===== config.mk =====
export PLATFORM = sky130hd
export DESIGN_NAME = astc_core
export DESIGN_NICKNAME = d
export VERILOG_FILES = /design/src/astc_pkg.sv /design/src/astc_core.sv
export VERILOG_INCLUDE_DIRS = /design/src
export SDC_FILE = /design/constraint.sdc
export NUM_CORES = 1
export LEC_CHECK = 0
export ABC_AREA = 1
export BUFFER_PORTS_ARGS = -buffer_cell sky130_fd_sc_hd__buf_2
export CORE_MARGIN = 2
export CORE_UTILIZATION = 25
export DETAILED_ROUTE_END_ITERATION = 6
export HOLD_SLACK_MARGIN = 0.15
export PLACE_DENSITY_LB_ADDON = 0.3
export SLEW_MARGIN = 30
export SYNTH_ARGS = -nofsm -noshare
export SYNTH_HDL_FRONTEND = slang
export SYNTH_SLANG_ARGS = --single-unit

===== constraint.sdc =====
create_clock -name sys_clk -period 4.19 [get_ports sys_clk]
set_input_delay 0.419 -clock sys_clk [delete_from_list [all_inputs] [get_ports sys_clk]]
set_output_delay 0.419 -clock sys_clk [all_outputs]
set_load 0.01 [all_outputs]

===== src/astc_cfg.svh =====
// Register offsets, field positions, reset values and timing counts of the serial core.
`ifndef ASTC_CFG_SVH
`define ASTC_CFG_SVH

// Byte offsets of the 32-bit Wishbone registers.
`define ASTC_OFS_DATA    8'h00
`define ASTC_OFS_STATUS  8'h04
`define ASTC_OFS_CTRL0   8'h08
`define ASTC_OFS_CTRL1   8'h0C
`define ASTC_OFS_BAUD    8'h10
`define ASTC_OFS_TIMER   8'h14

// Status register bit positions.
`define ASTC_ST_RX_AVAIL   0
`define ASTC_ST_PAR_ERR    1
`define ASTC_ST_OVERRUN    2
`define ASTC_ST_FRAME_ERR  3
`define ASTC_ST_BREAK      4
`define ASTC_ST_TX_EMPTY   5
`define ASTC_ST_TX_IDLE    6
`define ASTC_ST_CTS        7
`define ASTC_ST_RX_NINTH   8
`define ASTC_ST_TIMER      9

// Control 0 bit positions.
`define ASTC_C0_TX_EN      0
`define ASTC_C0_RX_EN      1
`define ASTC_C0_PAR_EN     2
`define ASTC_C0_PAR_ODD    3
`define ASTC_C0_STOP2      4
`define ASTC_C0_FLOW_EN    5
`define ASTC_C0_TIMER      6

// Control 1 bit positions.
`define ASTC_C1_NINE_BIT   0
`define ASTC_C1_ADDR_FLAG  1
`define ASTC_C1_SCHEME_LO  2

// Reset values and bit timing.
`define ASTC_RST_DIVISOR   16'h0001
`define ASTC_OVS_LAST      4'hF
`define ASTC_OVS_MID       4'h7
`define ASTC_LAST_BIT      3'h7

`endif


===== src/astc_pkg.sv =====
// Types shared by the serial core: bus carrier, state codes and the state record.
package astc_pkg;

  typedef struct packed {
    logic        cyc;
    logic        stb;
    logic        we;
    logic [7:0]  adr;
    logic [3:0]  sel;
    logic [31:0] dat;
  } astc_wb_req_t;

  typedef enum logic [4:0] {
    TX_IDLE  = 5'h01,
    TX_START = 5'h02,
    TX_DATA  = 5'h04,
    TX_PAR   = 5'h08,
    TX_STOP  = 5'h10
  } astc_tx_state_t;

  typedef enum logic [4:0] {
    RX_IDLE  = 5'h01,
    RX_START = 5'h02,
    RX_DATA  = 5'h04,
    RX_PAR   = 5'h08,
    RX_STOP  = 5'h10
  } astc_rx_state_t;

  typedef struct packed {
    logic [2:0]     rxSync;
    logic [2:0]     ctsSync;
    logic           rxLevel;
    logic           rxPrev;
    logic           ctsLevel;
    logic           txEn;
    logic           rxEn;
    logic           parEn;
    logic           parOdd;
    logic           stop2;
    logic           flowEn;
    logic           timerMode;
    logic           nineBit;
    logic           addrFlag;
    logic [1:0]     rxScheme;
    logic [15:0]    divisor;
    logic [15:0]    baudCnt;
    logic           tick;
    logic           timerFlag;
    astc_tx_state_t txState;
    logic [7:0]     txHold;
    logic           txHoldNinth;
    logic           txHoldFull;
    logic [7:0]     txShift;
    logic           txNinth;
    logic [3:0]     txCnt;
    logic [2:0]     txBit;
    logic           txStopLeft;
    logic           txLine;
    logic           drvEn;
    astc_rx_state_t rxState;
    logic [7:0]     rxShift;
    logic           rxNinth;
    logic [3:0]     rxCnt;
    logic [2:0]     rxBit;
    logic [7:0]     rxData;
    logic           rxDataNinth;
    logic           rxAvail;
    logic           errParity;
    logic           errOverrun;
    logic           errFrame;
    logic           errBreak;
    logic           ack;
    logic [31:0]    rdData;
  } astc_state_t;

endpackage


===== src/astc_core.sv =====
// Asynchronous serial port with Wishbone register access, flow control and 9-bit mode.
`timescale 1ns/1ps
`include "astc_cfg.svh"

module astc_core
  import astc_pkg::*;
(
  input  wire logic         sys_clk,
  input  wire logic         sys_rst,
  input  wire astc_wb_req_t wbReq,
  output logic              wb_ack_o,
  output logic [31:0]       wb_dat_o,
  input  wire logic         serialRxd,
  output logic              serialTxd,
  input  wire logic         clearToSendN,
  output logic              driverEnable,
  output logic              txIrq,
  output logic              rxIrq
);

  astc_state_t r;
  astc_state_t n;

  logic access;
  logic wrAccess;
  logic rdAccess;
  logic txEnd;
  logic rxEnd;
  logic rxBitNow;
  logic rxErrAny;

  // A request is answered one cycle after it is seen; the answer drops the cycle after.
  assign access   = wbReq.cyc && wbReq.stb && !r.ack;
  assign wrAccess = access && wbReq.we;
  assign rdAccess = access && !wbReq.we;
  assign txEnd    = r.tick && (r.txCnt == `ASTC_OVS_LAST);
  assign rxEnd    = r.tick && (r.rxCnt == `ASTC_OVS_LAST);
  assign rxBitNow = r.rxLevel;
  assign rxErrAny = r.errParity | r.errOverrun | r.errFrame | r.errBreak;

  always_comb begin
    n = r;
    n.ack = access;

    // Pins from outside pass three flops; a level counts once the last two agree.
    n.rxSync  = {r.rxSync[1:0], serialRxd};
    n.ctsSync = {r.ctsSync[1:0], clearToSendN};
    if (r.rxSync[1] == r.rxSync[2]) begin
      n.rxLevel = r.rxSync[2];
    end
    if (r.ctsSync[1] == r.ctsSync[2]) begin
      n.ctsLevel = r.ctsSync[2];
    end
    n.rxPrev = r.rxLevel;

    // One free-running divider times both directions and serves as the timer.
    n.tick = 1'b0;
    if (r.baudCnt == 16'h0000) begin
      n.baudCnt = (r.divisor == 16'h0000) ? 16'h0000 : r.divisor - 16'h0001;
      n.tick    = 1'b1;
      if (r.timerMode) begin
        n.timerFlag = 1'b1;
      end
    end else begin
      n.baudCnt = r.baudCnt - 16'h0001;
    end

    // Read data is registered; an unmapped address reads zero.
    if (rdAccess) begin
      n.rdData = 32'h0000_0000;
      if (wbReq.adr == `ASTC_OFS_DATA) begin
        n.rdData[7:0] = r.rxData;
        n.rxAvail     = 1'b0;
        n.errParity   = 1'b0;
        n.errOverrun  = 1'b0;
        n.errFrame    = 1'b0;
        n.errBreak    = 1'b0;
      end else if (wbReq.adr == `ASTC_OFS_STATUS) begin
        n.rdData[`ASTC_ST_RX_AVAIL]  = r.rxAvail;
        n.rdData[`ASTC_ST_PAR_ERR]   = r.errParity;
        n.rdData[`ASTC_ST_OVERRUN]   = r.errOverrun;
        n.rdData[`ASTC_ST_FRAME_ERR] = r.errFrame;
        n.rdData[`ASTC_ST_BREAK]     = r.errBreak;
        n.rdData[`ASTC_ST_TX_EMPTY]  = !r.txHoldFull;
        n.rdData[`ASTC_ST_TX_IDLE]   = (r.txState == TX_IDLE);
        n.rdData[`ASTC_ST_CTS]       = !r.ctsLevel;
        n.rdData[`ASTC_ST_RX_NINTH]  = r.rxDataNinth;
        n.rdData[`ASTC_ST_TIMER]     = r.timerFlag;
        n.timerFlag = 1'b0;
        // A reload in the same cycle as this read sets the flag again, so no event is lost.
        if (r.baudCnt == 16'h0000 && r.timerMode) begin
          n.timerFlag = 1'b1;
        end
      end else if (wbReq.adr == `ASTC_OFS_CTRL0) begin
        n.rdData[`ASTC_C0_TX_EN]   = r.txEn;
        n.rdData[`ASTC_C0_RX_EN]   = r.rxEn;
        n.rdData[`ASTC_C0_PAR_EN]  = r.parEn;
        n.rdData[`ASTC_C0_PAR_ODD] = r.parOdd;
        n.rdData[`ASTC_C0_STOP2]   = r.stop2;
        n.rdData[`ASTC_C0_FLOW_EN] = r.flowEn;
        n.rdData[`ASTC_C0_TIMER]   = r.timerMode;
      end else if (wbReq.adr == `ASTC_OFS_CTRL1) begin
        n.rdData[`ASTC_C1_NINE_BIT]  = r.nineBit;
        n.rdData[`ASTC_C1_ADDR_FLAG] = r.addrFlag;
        n.rdData[`ASTC_C1_SCHEME_LO +: 2] = r.rxScheme;
      end else if (wbReq.adr == `ASTC_OFS_BAUD) begin
        n.rdData[15:0] = r.divisor;
      end else if (wbReq.adr == `ASTC_OFS_TIMER) begin
        n.rdData[15:0] = r.baudCnt;
      end
    end

    // Register writes honour byte lanes; a data write while full is dropped.
    if (wrAccess) begin
      if (wbReq.adr == `ASTC_OFS_DATA && wbReq.sel[0]) begin
        if (!r.txHoldFull) begin
          n.txHold      = wbReq.dat[7:0];
          n.txHoldNinth = r.addrFlag;
          n.txHoldFull  = 1'b1;
        end
      end else if (wbReq.adr == `ASTC_OFS_CTRL0 && wbReq.sel[0]) begin
        n.txEn      = wbReq.dat[`ASTC_C0_TX_EN];
        n.rxEn      = wbReq.dat[`ASTC_C0_RX_EN];
        n.parEn     = wbReq.dat[`ASTC_C0_PAR_EN];
        n.parOdd    = wbReq.dat[`ASTC_C0_PAR_ODD];
        n.stop2     = wbReq.dat[`ASTC_C0_STOP2];
        n.flowEn    = wbReq.dat[`ASTC_C0_FLOW_EN];
        n.timerMode = wbReq.dat[`ASTC_C0_TIMER];
      end else if (wbReq.adr == `ASTC_OFS_CTRL1 && wbReq.sel[0]) begin
        n.nineBit  = wbReq.dat[`ASTC_C1_NINE_BIT];
        n.addrFlag = wbReq.dat[`ASTC_C1_ADDR_FLAG];
        n.rxScheme = wbReq.dat[`ASTC_C1_SCHEME_LO +: 2];
      end else if (wbReq.adr == `ASTC_OFS_BAUD) begin
        if (wbReq.sel[0]) begin
          n.divisor[7:0] = wbReq.dat[7:0];
        end
        if (wbReq.sel[1]) begin
          n.divisor[15:8] = wbReq.dat[15:8];
        end
      end
    end

    // Transmitter: counts 16 ticks per bit and never stops mid-character.
    if (r.tick && r.txState != TX_IDLE) begin
      n.txCnt = r.txCnt + 4'h1;
    end
    case (r.txState)
      TX_IDLE: begin
        n.txLine = 1'b1;
        // Clear-to-send is looked at in the cycle before the start bit.
        if (r.txEn && r.txHoldFull && (!r.flowEn || !r.ctsLevel)) begin
          n.txShift    = r.txHold;
          n.txNinth    = r.nineBit ? r.txHoldNinth : (^r.txHold ^ r.parOdd);
          n.txHoldFull = 1'b0;
          n.txLine     = 1'b0;
          n.txCnt      = 4'h0;
          n.txState    = TX_START;
        end
      end
      TX_START: begin
        if (txEnd) begin
          n.txLine  = r.txShift[0];
          n.txBit   = 3'h0;
          n.txState = TX_DATA;
        end
      end
      TX_DATA: begin
        if (txEnd) begin
          n.txShift = {1'b0, r.txShift[7:1]};
          n.txBit   = r.txBit + 3'h1;
          n.txLine  = r.txShift[1];
          if (r.txBit == `ASTC_LAST_BIT) begin
            if (r.nineBit || r.parEn) begin
              n.txLine  = r.txNinth;
              n.txState = TX_PAR;
            end else begin
              n.txLine     = 1'b1;
              n.txStopLeft = r.stop2;
              n.txState    = TX_STOP;
            end
          end
        end
      end
      TX_PAR: begin
        if (txEnd) begin
          n.txLine     = 1'b1;
          n.txStopLeft = r.stop2;
          n.txState    = TX_STOP;
        end
      end
      TX_STOP: begin
        if (txEnd) begin
          n.txStopLeft = 1'b0;
          if (!r.txStopLeft) begin
            n.txState = TX_IDLE;
          end
        end
      end
      default: begin
        n.txState = TX_IDLE;
      end
    endcase
    n.drvEn = (n.txState != TX_IDLE);

    // Receiver: start edge, check at mid start bit, then sample every 16 ticks.
    if (r.tick && r.rxState != RX_IDLE) begin
      n.rxCnt = r.rxCnt + 4'h1;
    end
    case (r.rxState)
      RX_IDLE: begin
        if (r.rxEn && r.rxPrev && !r.rxLevel) begin
          n.rxCnt   = 4'h0;
          n.rxState = RX_START;
        end
      end
      RX_START: begin
        if (r.tick && r.rxCnt == `ASTC_OVS_MID) begin
          n.rxCnt   = 4'h0;
          n.rxBit   = 3'h0;
          n.rxState = rxBitNow ? RX_IDLE : RX_DATA; // A high here was a glitch.
        end
      end
      RX_DATA: begin
        if (rxEnd) begin
          n.rxShift = {rxBitNow, r.rxShift[7:1]};
          n.rxBit   = r.rxBit + 3'h1;
          if (r.rxBit == `ASTC_LAST_BIT) begin
            n.rxNinth = 1'b0;
            n.rxState = (r.nineBit || r.parEn) ? RX_PAR : RX_STOP;
          end
        end
      end
      RX_PAR: begin
        if (rxEnd) begin
          n.rxNinth = rxBitNow;
          n.rxState = RX_STOP;
        end
      end
      RX_STOP: begin
        // Only the first stop bit is checked, so two-stop senders are accepted too.
        if (rxEnd) begin
          n.rxState     = RX_IDLE;
          n.rxData      = r.rxShift;
          n.rxDataNinth = r.rxNinth;
          n.rxAvail     = 1'b1;
          if (r.rxAvail) begin
            n.errOverrun = 1'b1;
          end
          if (!rxBitNow) begin
            n.errFrame = 1'b1;
          end
          if (!rxBitNow && r.rxShift == 8'h00 && !r.rxNinth) begin
            n.errBreak = 1'b1;
          end
          if (r.parEn && !r.nineBit && (r.rxNinth != (^r.rxShift ^ r.parOdd))) begin
            n.errParity = 1'b1;
          end
        end
      end
      default: begin
        n.rxState = RX_IDLE;
      end
    endcase
  end

  // The whole state record is one register bank with asynchronous reset.
  always_ff @(posedge sys_clk or posedge sys_rst) begin
    if (sys_rst) begin
      r             <= '0;
      r.rxSync      <= 3'h7;
      r.ctsSync     <= 3'h7;
      r.rxLevel     <= 1'b1;
      r.rxPrev      <= 1'b1;
      r.ctsLevel    <= 1'b1;
      r.divisor     <= `ASTC_RST_DIVISOR;
      r.txState     <= TX_IDLE;
      r.rxState     <= RX_IDLE;
      r.txLine      <= 1'b1;
    end else begin
      r <= n;
    end
  end

  // Requests are levels; 9-bit mode may narrow which bytes raise the receive request.
  always_comb begin
    txIrq = r.txEn && !r.txHoldFull;
    rxIrq = r.rxAvail || rxErrAny;
    if (r.nineBit) begin
      case (r.rxScheme)
        2'h1: rxIrq = (r.rxAvail && r.rxDataNinth) || rxErrAny;
        2'h2: rxIrq = rxErrAny;
        default: rxIrq = r.rxAvail || rxErrAny;
      endcase
    end
  end

  assign wb_ack_o     = r.ack;
  assign wb_dat_o     = r.rdData;
  assign serialTxd    = r.txLine;
  assign driverEnable = r.drvEn;

endmodule


Yosys cells after proc, flatten, opt, wreduce, memory -nomap -nowiden
Cells that the tools add are included.
{"block": "classes", "muxes": 80, "n_eq_ne": 41, "reduce_logical": 62, "addsub": 6, "bitwise": 9}
{"cell": "16-bit 2-to-1 mux", "n": 9}
{"cell": "5-bit 2-to-1 mux", "n": 18}
{"cell": "5-bit one-hot mux with 5 select lines", "n": 2}
{"cell": "16-bit zero test", "n": 2}
{"cell": "16-bit by 1-bit subtractor with 16-bit output (second input constant)", "n": 2}
{"cell": "14-bit 2-to-1 mux", "n": 2}
{"cell": "8-bit 2-to-1 mux", "n": 3}
{"cell": "2-bit != test (second input constant)", "n": 12}
{"cell": "6-bit AND reduction", "n": 4}
{"cell": "1-bit logical AND", "n": 23}
{"cell": "1-bit 2-to-1 mux", "n": 21}
{"cell": "4-bit 2-to-1 mux", "n": 5}
{"cell": "8-bit by 4-bit == test with 1-bit output (second input constant)", "n": 2}
{"cell": "8-bit by 5-bit == test with 1-bit output (second input constant)", "n": 2}
{"cell": "8-bit zero test", "n": 2}
{"cell": "8-bit one-hot mux with 2 select lines", "n": 1}
{"cell": "8-bit parity", "n": 2}
{"cell": "5-bit by 1-bit != test with 1-bit output (second input constant)", "n": 3}
{"cell": "3-bit AND reduction", "n": 5}
{"cell": "7-bit 2-to-1 mux", "n": 2}
{"cell": "12-bit 2-to-1 mux", "n": 1}
{"cell": "3-bit one-hot mux with 2 select lines", "n": 2}
{"cell": "4-bit AND reduction", "n": 3}
{"cell": "5-bit by 1-bit == test with 1-bit output (second input constant)", "n": 2}
{"cell": "33 further kinds", "n": 68}
{"block": "totals", "regBits": 140, "input_bits": 51, "output_inout_bits": 37}

Depth between registers and ports, before layout
Gate-level depths: netlist of run 1.
{"block": "logic_depth", "word_depth": 12, "mapped_depth": 11, "depth_no_buf": 11}

Least setup slack after synthesis of run 1
No wires, ideal clock.
{"block": "synth_path", "path_type": "in2reg", "from": "input port wbReq[42] in the netlist's numbering", "to": "register r (netlist bit wb_dat_o[15])", "arrival_time_ns": 1.385, "path_stages": 8, "path_buffers": 2, "t_required_ns": 4.066, "setup_slack_ns": 2.681, "cell_sequence": "inv_1 nand4_1 nor2_4 buf_6 inv_2 buf_6 o211ai_1 nand2_1"}
{"block": "synth_between", "elab_chain_len": 12, "word_cells_on_any_way": 17, "classes_between": "5 x eq/ne; 11 x mux; 1 x reduce/logical"}
{"element": "start: declaration", "line": "astc_core.sv:10", "text": "input wire astc_wb_req_t wbReq,"}
{"element": "8-bit by 5-bit == test with 1-bit output (no source line)"}
{"element": "16-bit 2-to-1 mux", "line": "astc_core.sv:108", "text": "end else if (wbReq.adr == `ASTC_OFS_TIMER) begin"}
{"element": "16-bit 2-to-1 mux", "line": "astc_core.sv:106", "text": "end else if (wbReq.adr == `ASTC_OFS_BAUD) begin"}
{"element": "16-bit 2-to-1 mux", "line": "astc_core.sv:102", "text": "end else if (wbReq.adr == `ASTC_OFS_CTRL1) begin"}
{"element": "16-bit 2-to-1 mux", "line": "astc_core.sv:94", "text": "end else if (wbReq.adr == `ASTC_OFS_CTRL0) begin"}
{"element": "16-bit 2-to-1 mux", "line": "astc_core.sv:78", "text": "end else if (wbReq.adr == `ASTC_OFS_STATUS) begin"}
{"element": "16-bit 2-to-1 mux", "line": "astc_core.sv:71", "text": "if (wbReq.adr == `ASTC_OFS_DATA) begin"}
{"element": "16-bit 2-to-1 mux", "line": "astc_core.sv:69", "text": "if (rdAccess) begin"}
{"element": "12-bit 2-to-1 mux", "line": "astc_core.sv:102"}
{"element": "9-bit 2-to-1 mux", "line": "astc_core.sv:94"}
{"element": "6-bit 2-to-1 mux", "line": "astc_core.sv:78"}
{"element": "8-bit 2-to-1 mux (*)", "line": "astc_core.sv:71"}
{"element": "end signal: assignment", "line": "astc_core.sv:280", "text": "r <= n;"}
{"element": "end: declaration", "line": "astc_core.sv:21", "text": "astc_state_t r;"}
Every way passes the cells marked *; elsewhere a longest branch is shown, timed or not. The select of a mux whose other input is x is not followed.
A chain may end at the register's enable or synchronous reset.

Final worst setup path of run 1
{"block": "layout_path", "from": "register r[136] in the netlist's numbering", "to": "output port rxIrq"}
{"block": "layout_between", "elab_chain_len": 3, "word_cells_on_any_way": 4, "classes_between": "2 x eq/ne; 2 x mux"}
{"element": "2-bit == test / 2-bit by 1-bit == test with 1-bit output (equally long branches)", "line": "astc_core.sv:289", "text": "case (r.rxScheme)"}
{"element": "1-bit one-hot mux with 2 select lines (*)", "line": "astc_core.sv:289"}
{"element": "1-bit 2-to-1 mux (*)", "line": "astc_core.sv:288", "text": "if (r.nineBit) begin"}
{"element": "end: declaration", "line": "astc_core.sv:18", "text": "output logic rxIrq"}
Every way passes the cells marked *; elsewhere a longest branch is shown, timed or not.

==> summary.txt, run 1 <==
Fin. Hold Viols -> 0
Most frequent cell after synthesis -> nand2_1
Post-route cell area -> 9110 µm²
First-pass GRT wire length -> 33300 µm
Total vias in the final route -> 6482
Final Non-Filler Cells -> 1472
Area share of the largest cell type after synthesis -> 0.401
Post-Synth XOR/XNOR Area -> 0.0342
Critical path required time -> 3.77 ns
Synthesized flop and latch total -> 140
Drt drc -> 0
1st-pass router iterations -> 4
Post-synthesis cell count -> 1013
Detailed Route WL -> 20000 µm
Final worst path period need -> 2.15 ns
CTS H-tree depth -> 4
Most instantiated cells after synthesis -> nand2_1 (267), inv_1 (138), dfrtp_1 (127), o21ai_0 (93), nor2_1 (86)
Critical Setup Path Class -> reg -> out
Root Driver -> clkbuf_16
Arrival time worst endpoint -> 1.73 ns
Final nets -> 1125
Starting Density -> 0.253
Vias in the first global route -> 6341
CTS max path bufs -> 2
Area share of fa/ha/maj cells after synthesis -> 0.0293
Ys flop type -> dfrtp_1
Leak -> 0.00446 µW
Initial antenna violation count -> 1
Maximum VDD drop -> 276 µV
Largest cells by area after synthesis -> dfrtp_1 (40%), nand2_1 (13%), inv_1 (6.5%)
Die H -> 182 µm
DR WL/cell -> 13.6 µm
Clk pwr share -> 0.468
Fin Setup TNS -> 0 ns
Mean Syn Cell Area -> 7.83 µm²
Number of synthesized flops with an enable pin -> 0
Post-synthesis mux area share -> 0
Switching Fraction -> 0.268
Core Footprint -> 31400 µm²
Status -> complete, no violations
Pwr/cell area -> 392 nW/µm²
Worst skew pair latency -> 0.43 ns
Slew HR -> 0.428
Synth warnings -> 0
Initial DRC count -> 346
CTS tree -> built
Layout cell share with drive strength beyond 1 -> 0.136
Die width -> 182 µm
RSZ-0062 raised after global routing -> false
Max Cap Violations -> 0
Setup-failing EPs final -> 0
Simple-gate share of the synthesized area -> 0.268
Antenna Nets Post-Route -> 0
Placed cell areas -> 8430 µm²
Largest family of logic cells by synthesized area -> simple AND/OR/NAND/NOR gates
Largest net degree at the start of global routing -> 95
Placed Cells -> 1437
Net Switching -> 958 µW
Clock sink count -> 140
I/O Buffers -> 53
# fillers -> 3379
Setup crit end kind -> output port
Share of the synthesized area in compound gates (AO/OA/AOI/OAI) -> 0.111
Clock-pin transition on the worst setup and hold timing paths -> 0.06 ns
Placement row count -> 65
Detail Placement HPWL -> 15000 µm
Placer Congestion -> 0.846
Reg power frac -> 0.413
Combinational group share of total power -> 0.119
Biggest area consumer among synthesized cells -> dfrtp_1
Worst Path Max Fanout -> 3
Post-route clock period utilization -> 0.513
Int Pwr -> 2610 µW
CTS Buf Count -> 17
Inserted Diodes -> 0
Gr ovfl total -> 0
Maximum clock rate -> 465 MHz
Syn Std Cell Area -> 7930 µm²
Clock skew -> 0.0139 ns
Minimum hold slack -> 0.214 ns
Vias/cell -> 4.40
I/O Pins -> 88
Unique masters post-synth -> 42
Sequential fraction of the synthesis area -> 0.444
Type of the most critical hold path -> in -> reg
Synthesis-to-layout area growth -> 14.9%
Ys async rst share -> 1.00
Crit path launch type -> register
Die ar. -> 33200 µm²
Slew of the pin with the lowest slew margin -> 0.851 ns
Final core utilization -> 0.290
Final max-slew violation count -> 0
Overall routing resource usage -> 0.126
-- power by group through the flow --
stage	clock, µW	combinational (µW)	sequential [µW]
floorplan	0	333	1490
global placement	0	422	1500
detailed placement	0	425	1500
CTS	1710	428	1480
global route	1770	485	1480
finish	1670	424	1480
-- worst max-delay path, stage by stage, from the launching register on --
cell and delay, ns:
dfrtp_1 0.37, inv_1 0.07, ha_1 0.30, a211oi_1 0.21, o22ai_1 0.16, buf_2 0.18
-- logic make-up (layout without fill, tap and decap cells) --
kind of cell             count (synthesis)  after routing
flip-flops                             140            140
buffers and inverters                  194            236
AND/OR/NAND/NOR                        471            471
adder cells (fa/ha/maj)                 19             19
AO/OA/AOI/OAI                          157            157
other                                    1             16
XOR/XNOR                                31             31
-- repair_timing --
| action | in CTS | in global routing |
|---|---|---|
| hold buffers | 2 | 1 |
| endpoints found under the hold margin | 2 | 5 |
| gates resized for setup | 0 | 0 |
| setup buffers | 0 | 0 |
| setup endpoints to repair | 0 | 0 |
-- path summary, 6_finish.rpt --
path                               startpoint  depth (start not counted)  slack [ns]                 end
setup / recovery           r[136]$_DFFE_PP0P_                          5        2.04               rxIrq
hold reg to reg              n[151]$_DFF_PP1_                          0        0.36    n[152]$_DFF_PP1_
max in group asynchronous             sys_rst                          4        2.70  r[120]$_DFFE_PP1P_
setup reg to reg              r[98]$_DFF_PP0_                          8        2.06   r[79]$_DFFE_PP0P_
min in group asynchronous             sys_rst                          3        0.65   r[86]$_DFFE_PP0P_
hold / removal                      wbReq[15]                          3        0.21  r[135]$_DFFE_PP0P_
-- cell usage in the layout (no fill, tap or decap), drive strengths merged, types with 4 or more instances in the layout --
cell type,count
a21oi,11
buf,56
bufinv,5
clkbuf,19
clkinv,5
conb,16
dfrtp,127
dfstp,13
ha,17
inv,147
nand2,271
nand3,68
nand4,20
nor2,97
nor3,10
nor4,4
o211ai,6
o21ai,122
o22ai,14
xnor2,4
xor2,27
-- flip-flops by register name, indices dropped and copies added (netlist names) --
name	count
rxBitNow	1
serialTxd	1
n	4
r	116
wb_dat_o	16
driverEnable	1
wb_ack_o	1
-- layer usage --
metal  up-vias  GRT usage  share of wire
met5         -          0        0.00085
met4         2     0.0381          0.015
met3        21     0.0277          0.040
met2       118      0.186           0.42
met1      3045      0.184           0.52
li1       3296          -              -
-- stage by stage --
stage,setup WS (ns),total power (µW)
global placement,2.13,1920
CTS,2.00,3610
detailed placement,2.11,1920
global route,1.86,3740
floorplan,0.0396,1820
finish,2.04,3570
-- cell type report --
class	count	area (µm²)	area share
Multi-Input combinational cell	694	3560	0.391
Sequential cell	140	3520	0.386
Inverter	145	559	0.0614
Tap cell	402	503	0.0552
Clock buffer	19	433	0.0475
Timing Repair Buffer	59	318	0.0349
Clock inverter	13	214	0.0235
No activity file was read; power rests on OpenSTA's default activity.
==> run 2, diff against run 1 <==
Clock period 4.19 ns to 1.97 ns, I/O delays scaled along.
==> summary.txt, run 2 (synthesis gave the netlist of run 1 again) <==
Clock-pin transition on the worst setup and hold timing paths -> 0.06 ns (about the same)
# Post-CTS Setup Buffers -> 0 (unchanged)
Synthesis-to-layout area growth -> 19.5% (was 14.9%)
Status -> complete, no violations (unchanged)
Core Footprint -> 31400 µm² (unchanged)
I/O Buffers -> 53 (unchanged)
DR WL/cell -> 13.3 µm (was 13.6 µm)
Final setup margin -> 0.0957 ns (was 2.04 ns)
First-pass GRT wire length -> 33800 µm (was 33300 µm)
Maximum clock rate -> 534 MHz
Antenna Nets Post-Route -> 0 (unchanged)
Overall routing resource usage -> 0.128 (was 0.126)
Final nets -> 1163 (was 1125)
Arrival time worst endpoint -> 1.68 ns (was 1.73 ns)
RSZ-0062 raised after global routing -> false (unchanged)
Pwr/cell area -> 806 nW/µm² (was 392 nW/µm²)
CTS Buf Count -> 17 (unchanged)
Clock skew -> 0.00944 ns (was 0.0139 ns)
Pre-CTS setup slack -> 0.256 ns (was 2.11 ns)
Final worst path period need -> 1.87 ns
Placer Congestion -> 0.868 (was 0.846)
Layout cell share with drive strength beyond 1 -> 0.153 (was 0.136)
Detail Placement HPWL -> 15200 µm (was 15000 µm)
Critical Setup Path Class -> reg -> out (unchanged)
CP Launch Point -> r[136]$_DFFE_PP0P_ (unchanged)
Detailed Route WL -> 20000 µm (about the same)
Drt drc -> 0 (unchanged)
Slew of the pin with the lowest slew margin -> 0.575 ns (was 0.851 ns)
Largest net degree at the start of global routing -> 71 (was 95)
Clock sink count -> 140 (unchanged)
# fillers -> 3383 (was 3379)
CTS max path bufs -> 2 (unchanged)
Largest register FFs -> 116 (unchanged)
Largest reg by FF count -> r (unchanged)
Placement row count -> 65 (unchanged)
CTS tree -> built (unchanged)
Initial DRC count -> 430 (was 346)
Crit path launch type -> register (unchanged)
Root Driver -> clkbuf_16 (unchanged)
Vias/cell -> 4.31 (was 4.40)
Final max-slew violation count -> 0 (unchanged)
Setup crit end kind -> output port (unchanged)
Register area -> 3520 µm² (unchanged)
Gr ovfl total -> 0 (unchanged)
Area of the multi-input gates -> 3580 µm² (was 3560 µm²)
Inserted Diodes -> 0 (unchanged)
Maximum VDD drop -> 522 µV (was 276 µV)
Setup-failing EPs final -> 0 (unchanged)
Starting Density -> 0.253 (unchanged)
Critical path required time -> 1.77 ns (was 3.77 ns)
1st-pass router iterations -> 5 (was 4)
FF-to-FF setup slack -> 0.25 ns (was 2.06 ns)
Critical R2R Launch -> r[104]$_DFF_PP0_ (was r[98]$_DFF_PP0_)
Vias in the first global route -> 6601 (was 6341)
Die H -> 182 µm (unchanged)
CTS H-tree depth -> 4 (unchanged)
Minimum hold slack -> 0.233 ns (was 0.214 ns)
Slew HR -> 0.613 (was 0.428)
Max Cap Violations -> 0 (unchanged)
Die ar. -> 33200 µm² (unchanged)
Initial antenna violation count -> 1 (unchanged)
Worst hold path startpoint -> wbReq[32] (was wbReq[15])
Worst skew pair latency -> 0.43 ns (about the same)
Post-route clock period utilization -> 0.951
Worst Path Max Fanout -> 3 (unchanged)
Most common library cell in the layout ignoring fill and taps -> nand2_1 (unchanged)
Fin. Hold Viols -> 0 (unchanged)
I/O Pins -> 88 (unchanged)
Leak -> 0.00466 µW (was 0.00446 µW)
Commonest cells after routing, fill and taps aside -> nand2_1 (267), inv_1 (137), dfrtp_1 (127), o21ai_0 (93), nor2_1 (86) (unchanged)
Type of the most critical hold path -> in -> reg (unchanged)
Total vias in the final route -> 6514 (was 6482)
Fin Setup TNS -> 0 ns (unchanged)
Power Total -> 7640 µW (was 3570 µW)
Die width -> 182 µm (unchanged)
-- run 2: cell types whose count changed in the layout (fill, tap and decap cells not counted), moves of 2 or more --
cell	before	now
buf_12	0	2
clkbuf_8	0	2
inv_8	2	0
buf_4	3	21
dlygate4sd3_1	3	21
-- run 2: path summary, 6_finish.rpt --
path,cells past startpoint,to
setup / recovery,5,rxIrq
hold / removal,3,r[143]$_DFFE_PP0P_
setup reg to reg,10,r[118]$_DFF_PP0_
hold reg to reg,0,n[155]$_DFF_PP1_
max in group asynchronous,4,r[120]$_DFFE_PP1P_
min in group asynchronous,3,serialTxd$_DFFE_PP1P_
-- run 2: routing by layer --
layer,vias to the layer above,global-route usage,wire (µm),share of wire
met3,32,0.0220,798,0.040
li1,3354,-,-,-
met2,138,0.190,8340,0.42
met1,2988,0.185,10400,0.52
met4,2,0.0474,466,0.023
met5,-,0,11,0.00055
-- run 2: stage by stage --
step / cells / cell area (µm²) / utilization
global route: 1510 / 9480 / 0.302
finish: 1510 / 9480 / 0.302
detailed placement: 1457 / 8610 / 0.274
floorplan: 1028 / 7990 / -
CTS: 1510 / 9480 / 0.302
global placement: 1457 / 8610 / 0.274
-- run 2: repair_timing --
item / 4_1_cts / 5_1_grt
hold buffers: 21 / 0
endpoints found under the hold margin: 157 / 0
pin swaps: 0 / 1
endpoints found under the setup margin: 1 / 1
resized for setup: 3 / 0
cloned: 0 / 0
-- run 2: power by group --
part / total, µW / internal, µW / switching, µW
logic: 994 / 340 / 654
registers: 3140 / 3020 / 115
clock network: 3510 / 2200 / 1300
total: 7640 / 5570 / 2070
-- run 2: critical path: stages, from the launching register on --
cell and delay, ns:
dfrtp_1 0.38, inv_1 0.07, ha_1 0.33, a211oi_2 0.18, o22ai_2 0.12, buf_2 0.17
-- run 2: layout make-up --
class,instances,share of cell area
sequential,140,0.371
inverter,145,0.0586
multi-input combinational,694,0.378
tap,402,0.0531
clock inverter,12,0.0195
timing repair buffer,97,0.0710
clock buffer,20,0.0482
